**config.mk**
```make
export PLATFORM = sky130hd
export DESIGN_NAME = halfword_signed_load_store
export DESIGN_NICKNAME = d
export VERILOG_FILES = /design/src/design/hw_ls_pkg.sv /design/src/design/halfword_signed_load_store.sv
export SDC_FILE = /design/constraint.sdc
export NUM_CORES = 1
export LEC_CHECK = 0
export BUFFER_PORTS_ARGS = -buffer_cell sky130_fd_sc_hd__buf_2
export CAP_MARGIN = 20
export CORE_ASPECT_RATIO = 1.75
export CORE_UTILIZATION = 45
export DETAILED_ROUTE_END_ITERATION = 7
export GPL_TIMING_DRIVEN = 0
export MAX_ROUTING_LAYER = met4
export PLACE_DENSITY = 0.8
export SLEW_MARGIN = 30
export SYNTH_ARGS = -nofsm -noshare
export SYNTH_HDL_FRONTEND = slang
export SYNTH_SLANG_ARGS = --single-unit
```
**constraint.sdc**
```tcl
create_clock -name core_clk_i -period 2.6 [get_ports core_clk_i]
set_input_delay 0.26 -clock core_clk_i [delete_from_list [all_inputs] [get_ports core_clk_i]]
set_output_delay 0.26 -clock core_clk_i [all_outputs]
set_load 0.01 [all_outputs]
```
**src/design/hw_ls_pkg.sv**
```systemverilog
// Constants and types for the halfword and signed transfer datapath.
// Assumes a 32-bit core with the condition already evaluated upstream.
package hw_ls_pkg;
   localparam int DATA_W     = 32;
   localparam int OFFSET_W   = 8;
   localparam int HALF_W     = 16;
   localparam int BYTE_W     = 8;
   // Instruction field positions
   localparam int BIT_PRE    = 24;
   localparam int BIT_UP     = 23;
   localparam int BIT_IMM    = 22;
   localparam int BIT_WB     = 21;
   localparam int BIT_LOAD   = 20;
   localparam int BIT_SIGNED = 6;
   localparam int BIT_HALF   = 5;
   localparam int BIT_MARK_HI = 7;
   localparam int BIT_MARK_LO = 4;
   localparam int CLASS_MSB  = 27;
   localparam int CLASS_LSB  = 25;
   localparam int IMM_HI_MSB = 11;
   localparam int IMM_HI_LSB = 8;
   localparam int IMM_LO_MSB = 3;
   localparam int IMM_LO_LSB = 0;
   localparam logic [2:0] CLASS_CODE = 3'h0;
   // Reset values, offset padding and sync depth
   localparam logic [31:0] ZERO_WORD = 32'h0000_0000;
   localparam logic [23:0] OFFSET_PAD = 24'h00_0000;
   localparam logic        BE_RESET  = 1'b0;
   localparam int SYNC_STAGES = 3;
   // Transfer kinds
   typedef enum logic [2:0] {
      KIND_NONE,
      KIND_STORE_HALF,
      KIND_LOAD_UHALF,
      KIND_LOAD_SBYTE,
      KIND_LOAD_SHALF
   } xfer_kind_type;
endpackage

```
**src/design/halfword_signed_load_store.sv**
```systemverilog
// Execution datapath for halfword and signed byte/halfword transfers.
// Assumes the core supplies register operands on issue and the memory
// system answers read data and abort in the same cycle as the request.
//
// Behaviour
// - Transfer executes only when the condition evaluates true.
// - Immediate offset is instruction bits 11:8 then bits 3:0.
// - Up bit set adds offset to base, clear subtracts it.
// - Pre bit uses modified base as address, else unmodified base.
// - Pre-indexed writes modified base back only when write-back bit set.
// - Post-indexed always writes modified base back.
// - Signed clear, half set gives unsigned halfword load or store.
// - Signed set loads byte (half clear) or halfword (half set).
// - Signed byte fills bits 31 to 8 with byte bit 7.
// - Signed halfword fills bits 31 to 16 with halfword bit 15.
// - Unsigned halfword clears upper 16 bits.
// - Endian input selects little or big lane mapping.
// - Little-endian byte lanes rise with address.
// - Little-endian halfword: low half at bit1 clear, high otherwise.
// - Big-endian byte lanes fall with address from bits 31..24.
// - Big-endian halfword: high half at bit1 clear, low otherwise.
// - Store repeats low 16 source bits on both bus halves.
// - Abort leaves base at original value and destination untouched.
// - Each transfer completes in one cycle, back to back.
`timescale 1ns/1ps

module halfword_signed_load_store
   import hw_ls_pkg::*;
(
   input  wire logic              core_clk_i,
   input  wire logic              resetn_i,
   input  wire logic              issue_i,
   input  wire logic [DATA_W-1:0] instr_i,
   input  wire logic              cond_pass_i,
   input  wire logic [DATA_W-1:0] base_val_i,
   input  wire logic [DATA_W-1:0] index_val_i,
   input  wire logic [DATA_W-1:0] store_val_i,
   input  wire logic              big_endian_select_i,
   input  wire logic [DATA_W-1:0] mem_rdata_i,
   input  wire logic              mem_abort_i,
   output logic                   mem_req_o,
   output logic                   mem_write_o,
   output logic [DATA_W-1:0]      mem_addr_o,
   output logic [DATA_W-1:0]      mem_wdata_o,
   output logic                   dest_we_o,
   output logic [DATA_W-1:0]      dest_data_o,
   output logic                   base_we_o,
   output logic [DATA_W-1:0]      base_data_o,
   output logic                   abort_trap_o
);

   // Pick the loaded value from the bus lanes and extend it
   function automatic logic [DATA_W-1:0] load_extract(
      input logic [DATA_W-1:0] word,
      input logic [1:0]        addr_lo,
      input logic              be,
      input xfer_kind_type     kind
   );
      logic [1:0]        lane;
      logic [BYTE_W-1:0] byte_v;
      logic [HALF_W-1:0] half_v;
      logic              upper;
      lane   = be ? ~addr_lo : addr_lo;
      byte_v = word[lane*BYTE_W +: BYTE_W];
      upper  = be ? ~addr_lo[1] : addr_lo[1];
      half_v = upper ? word[DATA_W-1:HALF_W] : word[HALF_W-1:0];
      case (kind)
         KIND_LOAD_SBYTE: load_extract = {{(DATA_W-BYTE_W){byte_v[BYTE_W-1]}}, byte_v};
         KIND_LOAD_SHALF: load_extract = {{(DATA_W-HALF_W){half_v[HALF_W-1]}}, half_v};
         KIND_LOAD_UHALF: load_extract = {{(DATA_W-HALF_W){1'b0}}, half_v};
         default:         load_extract = ZERO_WORD;
      endcase
   endfunction

   // Endian pin synchroniser and its settled value
   logic [SYNC_STAGES-1:0] be_sync_q;
   logic                   be_q;

   // Issue decode
   logic          is_class;
   logic          go;
   logic          f_pre;
   logic          f_up;
   logic          f_wb;
   logic          f_load;
   logic          f_signed;
   logic          f_half;
   logic [DATA_W-1:0] offset;
   logic [DATA_W-1:0] modified;
   xfer_kind_type kind_d;

   // Request stage
   logic              req_q;
   logic              write_q;
   logic [DATA_W-1:0] addr_q;
   logic [DATA_W-1:0] wdata_q;
   xfer_kind_type     kind_q;
   logic              xfer_be_q;
   logic              wb_q;
   logic [DATA_W-1:0] wb_val_q;

   // Completion stage
   logic              dest_we_q;
   logic [DATA_W-1:0] dest_data_q;
   logic              base_we_q;
   logic [DATA_W-1:0] base_data_q;
   logic              abort_q;

   // Three-stage sync, change taken when last two agree
   always_ff @(posedge core_clk_i or negedge resetn_i) begin
      if (!resetn_i) begin
         be_sync_q <= '0;
      end else begin
         be_sync_q <= {be_sync_q[SYNC_STAGES-2:0], big_endian_select_i};
      end
   end

   // Settled endian level
   always_ff @(posedge core_clk_i or negedge resetn_i) begin
      if (!resetn_i) begin
         be_q <= BE_RESET;
      end else if (be_sync_q[2] == be_sync_q[1]) begin
         be_q <= be_sync_q[2];
      end
   end

   // Field decode
   assign f_pre    = instr_i[BIT_PRE];
   assign f_up     = instr_i[BIT_UP];
   assign f_wb     = instr_i[BIT_WB];
   assign f_load   = instr_i[BIT_LOAD];
   assign f_signed = instr_i[BIT_SIGNED];
   assign f_half   = instr_i[BIT_HALF];
   assign is_class = (instr_i[CLASS_MSB:CLASS_LSB] == CLASS_CODE) &&
                     instr_i[BIT_MARK_HI] && instr_i[BIT_MARK_LO] &&
                     (f_signed || f_half);

   // Only a true condition lets the transfer run
   assign go = issue_i && cond_pass_i && is_class && (f_load || !f_signed);

   // Transfer kind
   always_comb begin
      kind_d = KIND_NONE;
      if (!f_signed && f_half) begin
         kind_d = f_load ? KIND_LOAD_UHALF : KIND_STORE_HALF;
      end else if (f_signed && f_load) begin
         kind_d = f_half ? KIND_LOAD_SHALF : KIND_LOAD_SBYTE;
      end
   end

   // Offset source: split immediate or index register
   assign offset = instr_i[BIT_IMM] ?
                   {OFFSET_PAD, instr_i[IMM_HI_MSB:IMM_HI_LSB], instr_i[IMM_LO_MSB:IMM_LO_LSB]}
                   : index_val_i;

   // Base plus or minus offset
   assign modified = f_up ? base_val_i + offset : base_val_i - offset;

   // Request stage registers
   always_ff @(posedge core_clk_i or negedge resetn_i) begin
      if (!resetn_i) begin
         req_q     <= 1'b0;
         write_q   <= 1'b0;
         addr_q    <= ZERO_WORD;
         wdata_q   <= ZERO_WORD;
         kind_q    <= KIND_NONE;
         xfer_be_q <= BE_RESET;
         wb_q      <= 1'b0;
         wb_val_q  <= ZERO_WORD;
      end else begin
         req_q <= go;
         if (go) begin
            write_q   <= !f_load;
            addr_q    <= f_pre ? modified : base_val_i;
            wdata_q   <= {store_val_i[HALF_W-1:0], store_val_i[HALF_W-1:0]};
            kind_q    <= kind_d;
            xfer_be_q <= be_q;
            wb_q      <= f_pre ? f_wb : 1'b1;
            wb_val_q  <= modified;
         end
      end
   end

   // Completion: results or abort restore
   always_ff @(posedge core_clk_i or negedge resetn_i) begin
      if (!resetn_i) begin
         dest_we_q   <= 1'b0;
         dest_data_q <= ZERO_WORD;
         base_we_q   <= 1'b0;
         base_data_q <= ZERO_WORD;
         abort_q     <= 1'b0;
      end else begin
         dest_we_q <= req_q && !write_q && !mem_abort_i;
         base_we_q <= req_q && wb_q && !mem_abort_i;
         abort_q   <= req_q && mem_abort_i;
         if (req_q && !write_q) begin
            dest_data_q <= load_extract(mem_rdata_i, addr_q[1:0], xfer_be_q, kind_q);
         end
         if (req_q && wb_q) begin
            base_data_q <= wb_val_q;
         end
      end
   end

   // Outputs
   assign mem_req_o    = req_q;
   assign mem_write_o  = write_q;
   assign mem_addr_o   = addr_q;
   assign mem_wdata_o  = wdata_q;
   assign dest_we_o    = dest_we_q;
   assign dest_data_o  = dest_data_q;
   assign base_we_o    = base_we_q;
   assign base_data_o  = base_data_q;
   assign abort_trap_o = abort_q;
endmodule

```
== After elaboration in Yosys (flattened, before gate mapping) ==
Cells that the tools add are included.

* Logic and storage cells: 56
* Latch bits: 0
* Memory bits (writable): 0
* ROM bits: 0
* Output and inout bits: 133
* Input port bits: 166
* Register bits after elaboration: 174
* Memories kept: 0

* Mux-type cells: 12
* Reductions and logical operators: 20
* Bitwise gates (word level): 2
* Multiply operators: 0
* $lt $le $gt $ge: 0
* Equal/unequal tests: 4
* Shift operators: 1
* $add $sub $neg: 2
* Div/mod/pow operators: 0

{| class="wikitable"
|+ Operators by type and width
! kind !! count
|-
| $mux W32 || 3
|-
| $pmux W32 S3 || 1
|-
| $add A32 B32 Y32 || 1
|-
| $shiftx A32 B6 Y8 || 1
|-
| $sub A32 B32 Y32 || 1
|-
| $mux W16 || 1
|-
| $logic_and A1 B1 Y1 || 13
|-
| $mux W3 || 3
|-
| $eq A3 B2 Y1 const B || 2
|-
| $logic_not A1 Y1 || 4
|-
| $mux W2 || 2
|-
| $eq A3 B3 Y1 const B || 1
|-
| $logic_not A3 Y1 || 1
|-
| $logic_or A1 B1 Y1 || 2
|-
| $mux W1 || 2
|-
| $not A2 Y2 || 1
|-
| $eq A1 B1 Y1 || 1
|-
| $not A1 Y1 || 1
|}

== Logic depth before layout (Yosys ltp) ==
* Word-level depth: 6
* Depth in mapped cells: 22
* Mapped depth without buffers: 19

== Least setup slack after synthesis ==
OpenSTA, ideal clock, no wires.

* Kind: input to register
* From: input instr_i[22]
* To: register addr_q[29] (netlist: mem_addr_o[29])
* Data required time: 2.476 ns
* Stages: 22
* Arrival time: 4.642 ns
* Slack: -2.166 ns
* Path buffers: 3
* Setup time: 0.124 ns
* Cells stage by stage: buf_2 buf_2 buf_1 mux2i_1 ha_1 o21ai_1 nor3_1 o21ai_1 a21oi_1 nor2_1 nor2_2 nor2_1 ha_1 a211oi_1 o21ai_0 a21oi_1 a21bo_2 a211oi_2 nor3_1 or3_1 mux2i_1 a211o_1

* Longest elaborated chain between the ends: 4
* Elaborated cells between the ends (all ways): 5
* Classes of those cells: 2 x add/sub; 3 x mux

{| class="wikitable"
|+ RTL lines
! what !! RTL line !! RTL
|-
| start: declaration || halfword_signed_load_store.sv:33 || <nowiki>input wire logic [DATA_W-1:0] instr_i,</nowiki>
|-
| $mux W32 * || halfword_signed_load_store.sv:152 || <nowiki>assign offset = instr_i[BIT_IMM] ?</nowiki>
|-
| $sub A32 B32 Y32 / $add A32 B32 Y32 (equally long branches) || halfword_signed_load_store.sv:157 || <nowiki>assign modified = f_up ? base_val_i + offset : base_val_i - offset;</nowiki>
|-
| $mux W32 * || halfword_signed_load_store.sv:157 ||
|-
| $mux W32 * || halfword_signed_load_store.sv:174 || <nowiki>addr_q <= f_pre ? modified : base_val_i;</nowiki>
|-
| end signal: assignment || halfword_signed_load_store.sv:174 ||
|-
| end: declaration || halfword_signed_load_store.sv:95 || <nowiki>logic [DATA_W-1:0] addr_q;</nowiki>
|}

Every way passes the cells marked *; elsewhere a longest branch is shown, timed or not.
A chain may end at the register's enable or synchronous reset.

== Worst setup path after layout ==
Ends and elaborated chain as after synthesis.

==> results_dict.tcl <==
set metrics [dict create \
    drtPass1Iterations 5 \
    grt_pass1_wl_um 45000 \
    synth_cell_type_count 64 \
    met1_usage 0.290 \
    antenna_found_initial 3 \
    grtUsageTotal 0.301 \
    synthArstFlopShare 1.00 \
    timing.fmax_mhz 264 \
    hold_class "in -> reg" \
    tightest_slew_ns 0.885 \
    core-area_um2 19200 \
    cp.arrival_ns 4.10 \
    worstHoldStart "store_val_i[15]" \
    cp-end-kind "register" \
    min_period_over_period 1.46 \
    cts_max_level 4 \
    routed_wirelength_um 30900 \
    port_buffers 268 \
    startpoint_type "primary input" \
    wire_per_inst_um 19.2 \
    area_delta_synth_final_pct 44.7 \
    ir_worst_vdd_v 0.000486 \
    synth_edf_count 0 \
    hpwl_um 22300 \
    synth_top_family_by_area "simple AND/OR/NAND/NOR gates" \
    yosysWarnings 0 \
    power.leakage_nw 6.67 \
    finalMaxSlewViolations 0 \
    synth_flop_cell "dfrtp_1" \
    p_int_w 0.00489 \
    grt-busiest-layer "met2" \
    synth_compound_area_frac 0.160 \
    ios 299 \
    status "complete, but fails checks" \
    num_rows 67 \
    synth_area_um2 8860 \
    clkTransAtPathRegs_ns 0.07 \
    slew_headroom 0.410 \
    dieWidth_um 108 \
    cp_data_required_time_ns 2.91 \
    ys_top_cells_by_area "dfrtp_1 (40%), nand2_1 (8.6%), mux2i_1 (5.5%)" \
    synth_seq_cells 143 \
    cts_root_buf "clkbuf_16" \
    violations "negative setup slack" \
    synthXorXnorAreaFrac 0.0474 \
    setup_viol 54 \
    fin_crit_ns 3.79 \
    yosysTopAreaCellShare 0.404 \
    drv_cap 0 \
    p_total_w 0.00743 \
    postRouteAntennaNets 0 \
    grt_overflow_total 0 \
    grt_pass1_vias 8823 \
    grt_use_met2 0.536 \
    via_per_inst 5.61 \
    routabilityCongestion 0.973 \
    r2r_slack_ns 0.33 \
    clockBufferDepth 2 \
    p_comb_frac 0.345 \
    drc 0 \
    hold_path_end "mem_wdata_o[15]" \
    drive_gt1_frac 0.436 \
    clkLatencyLatePin_ns 0.43 \
    syn_nets 1195 \
    seqPwrFrac 0.343 \
    pwr-share-clk 0.312 \
    rsz0062_at_grt "true" \
    hold_viol_final 0 \
    vias 9040 \
    synth_area_leader_cell "dfrtp_1" \
    cts_tree "yes" \
    die_area_um2 20300 \
    worst_slack_ns -1.19 \
    p_switching_w 0.00254 \
    grt_max_degree 90 \
    avgSynthCellArea_um2 8.96 \
    numClockSinks 143 \
    whs_path_depth 3 \
    synthMuxAreaShare 0.104 \
    cts_buffers 17 \
    die_y_um 188 \
    fin_nets 1561 \
    worstSetupPathType "in -> reg" \
    initial_core_util 0.462 \
    seq_area_frac_synth 0.404 \
    finish.utilization 0.668 \
    reg2reg_from "xfer_be_q" \
    grt_use_met3 0.0455 \
    yosys.area_share.simple 0.174 \
    synth_fa_ha_area_frac 0.0584 \
    r2r-end "dest_data_o[13]" \
    fin_skew_ns 0.00589 \
    drtIter0Drc 617 \
    postSynthCellCount 989 \
    swShare 0.342 \
    worst_r2r_path_depth 6 \
    path_max_fanout 6 \
    p_per_area_nw_per_um2 580 \
]
-- cell usage in the layout (no fill, tap or decap), types with 7 or more instances in the layout --
cell,n
a21oi_1,41
a22o_1,11
nand3_1,14
nor2_1,59
o21ai_1,33
buf_4,90
o21ai_2,9
buf_2,270
a21oi_2,19
inv_1,15
nor3b_1,8
xor2_1,7
ha_1,30
ha_4,7
nor3_1,14
xnor2_1,18
clkbuf_1,24
clkbuf_16,17
mux2_2,35
buf_1,7
a21o_1,16
xnor2_2,14
dfrtp_1,143
nand2_1,194
mux2i_1,46
o21ai_0,32
buf_6,18
-- worst max-delay path: stages --
cell	delay (ns)
buf_12	0.11
buf_12	0.12
buf_12	0.12
mux2i_4	0.21
ha_4	0.18
o21ai_4	0.07
buf_4	0.15
buf_6	0.12
buf_4	0.14
o21ai_2	0.15
xor2_1	0.25
ha_2	0.38
a21oi_1	0.22
o21ai_2	0.11
a21oi_1	0.14
a21bo_4	0.27
a211oi_4	0.29
nor3_2	0.07
or3_4	0.40
mux2i_1	0.14
a211o_1	0.22
-- what timing repair did --
action / in CTS / in global routing
hold buffers: 2 / 0
pin swaps: 53 / 61
setup endpoints to repair: 51 / 61
setup buffers: 43 / 37
endpoints found under the hold margin: 55 / 0
resized for setup: 114 / 80
-- routing by layer --
metal,routed length (um),share of wire
met1,10500,0.34
met2,16400,0.53
met3,1800,0.058
met4,2230,0.072
met5,0,0
-- synth_stat cells, types with 2 or more instances --
master / instances
xnor2_1: 34
or3_1: 3
a211oi_2: 4
nor2b_1: 4
o31ai_1: 2
mux2i_1: 49
o211ai_1: 2
dfrtp_1: 143
a21o_1: 17
nor4_1: 2
buf_1: 10
nor4_2: 2
mux2_2: 36
nand4_1: 5
a211oi_1: 5
buf_2: 6
a21oi_1: 64
and2_1: 3
nand3b_1: 4
nand2b_1: 5
xor2_1: 14
ha_1: 39
and3_1: 7
nor3_1: 22
nand3_1: 16
a31oi_1: 4
a31oi_2: 2
o21ai_0: 73
o21a_1: 4
a311oi_1: 7
nor2_1: 67
nor3b_1: 9
nand2_1: 202
o21ai_1: 4
o21ai_2: 2
o41ai_1: 3
inv_1: 15
o22a_1: 6
clkbuf_1: 28
buf_4: 31
a22o_1: 11
-- registers in the layout, indices dropped and copies added, names as in the netlist, 3 cells and up --
signal,count
wb_val_q,32
be_sync_q,3
dest_data_o,17
base_data_o,32
mem_wdata_o,16
kind_q,3
mem_addr_o,32
-- per-stage QoR --
stage	area [um^2]	worst slack (ns)	hold WS, ns	TNS, ns	instances
5_1_grt	12800	-1.33	0.0158	-49.95	1612
3_5_place_dp	10700	-2.24	0.208	-82.24	1499
3_3_place_gp	10700	-2.16	0.334	-167.65	1498
4_1_cts	12200	-1.09	0.0157	-32.86	1575
2_1_floorplan	9020	-1.53	-0.0356	-41.76	989
6_report	12800	-1.19	0.0287	-44.25	1612
-- layout make-up --
type	instances	area, um^2
Clock buffer	18	439
Clock inverter	14	123
Multi-Input combinational cell	755	5780
Antenna cell	3	7.51
Fill cell	1471	6370
Timing Repair Buffer	349	2080
Tap cell	241	302
Buffer	73	452
Inverter	16	60.1
Sequential cell	143	3580
-- power by group through the flow --
stage,combinational (W),sequential [W],clock (W)
global route,0.00274,0.00257,0.00245
detailed placement,0.00183,0.00259,0
CTS,0.00220,0.00255,0.00234
global placement,0.00178,0.00258,0
finish,0.00256,0.00255,0.00232
floorplan,0.00114,0.00260,0
-- worst max path at each step --
stage / cells after the start / end / slack (ns) / from
CTS: 21 / mem_addr_o[29] / -1.09 / instr_i[22]
detailed placement: 22 / mem_addr_o[29] / -2.24 / instr_i[22]
floorplan: 22 / mem_addr_o[29] / -1.53 / instr_i[22]
global route: 21 / mem_addr_o[29] / -1.33 / instr_i[22]
global placement: 22 / mem_addr_o[29] / -2.16 / instr_i[22]
finish: 21 / mem_addr_o[29] / -1.19 / instr_i[22]
-- cells by family after synthesis --
family | count (synthesis)
AOI/OAI and AO/OA | 223
muxes | 87
DFF | 143
adders and majority gates | 41
and+or+nand+nor | 356
buffers and inverters | 91
xor gates and xnor gates | 48
(Power assumes the default switching activity.)
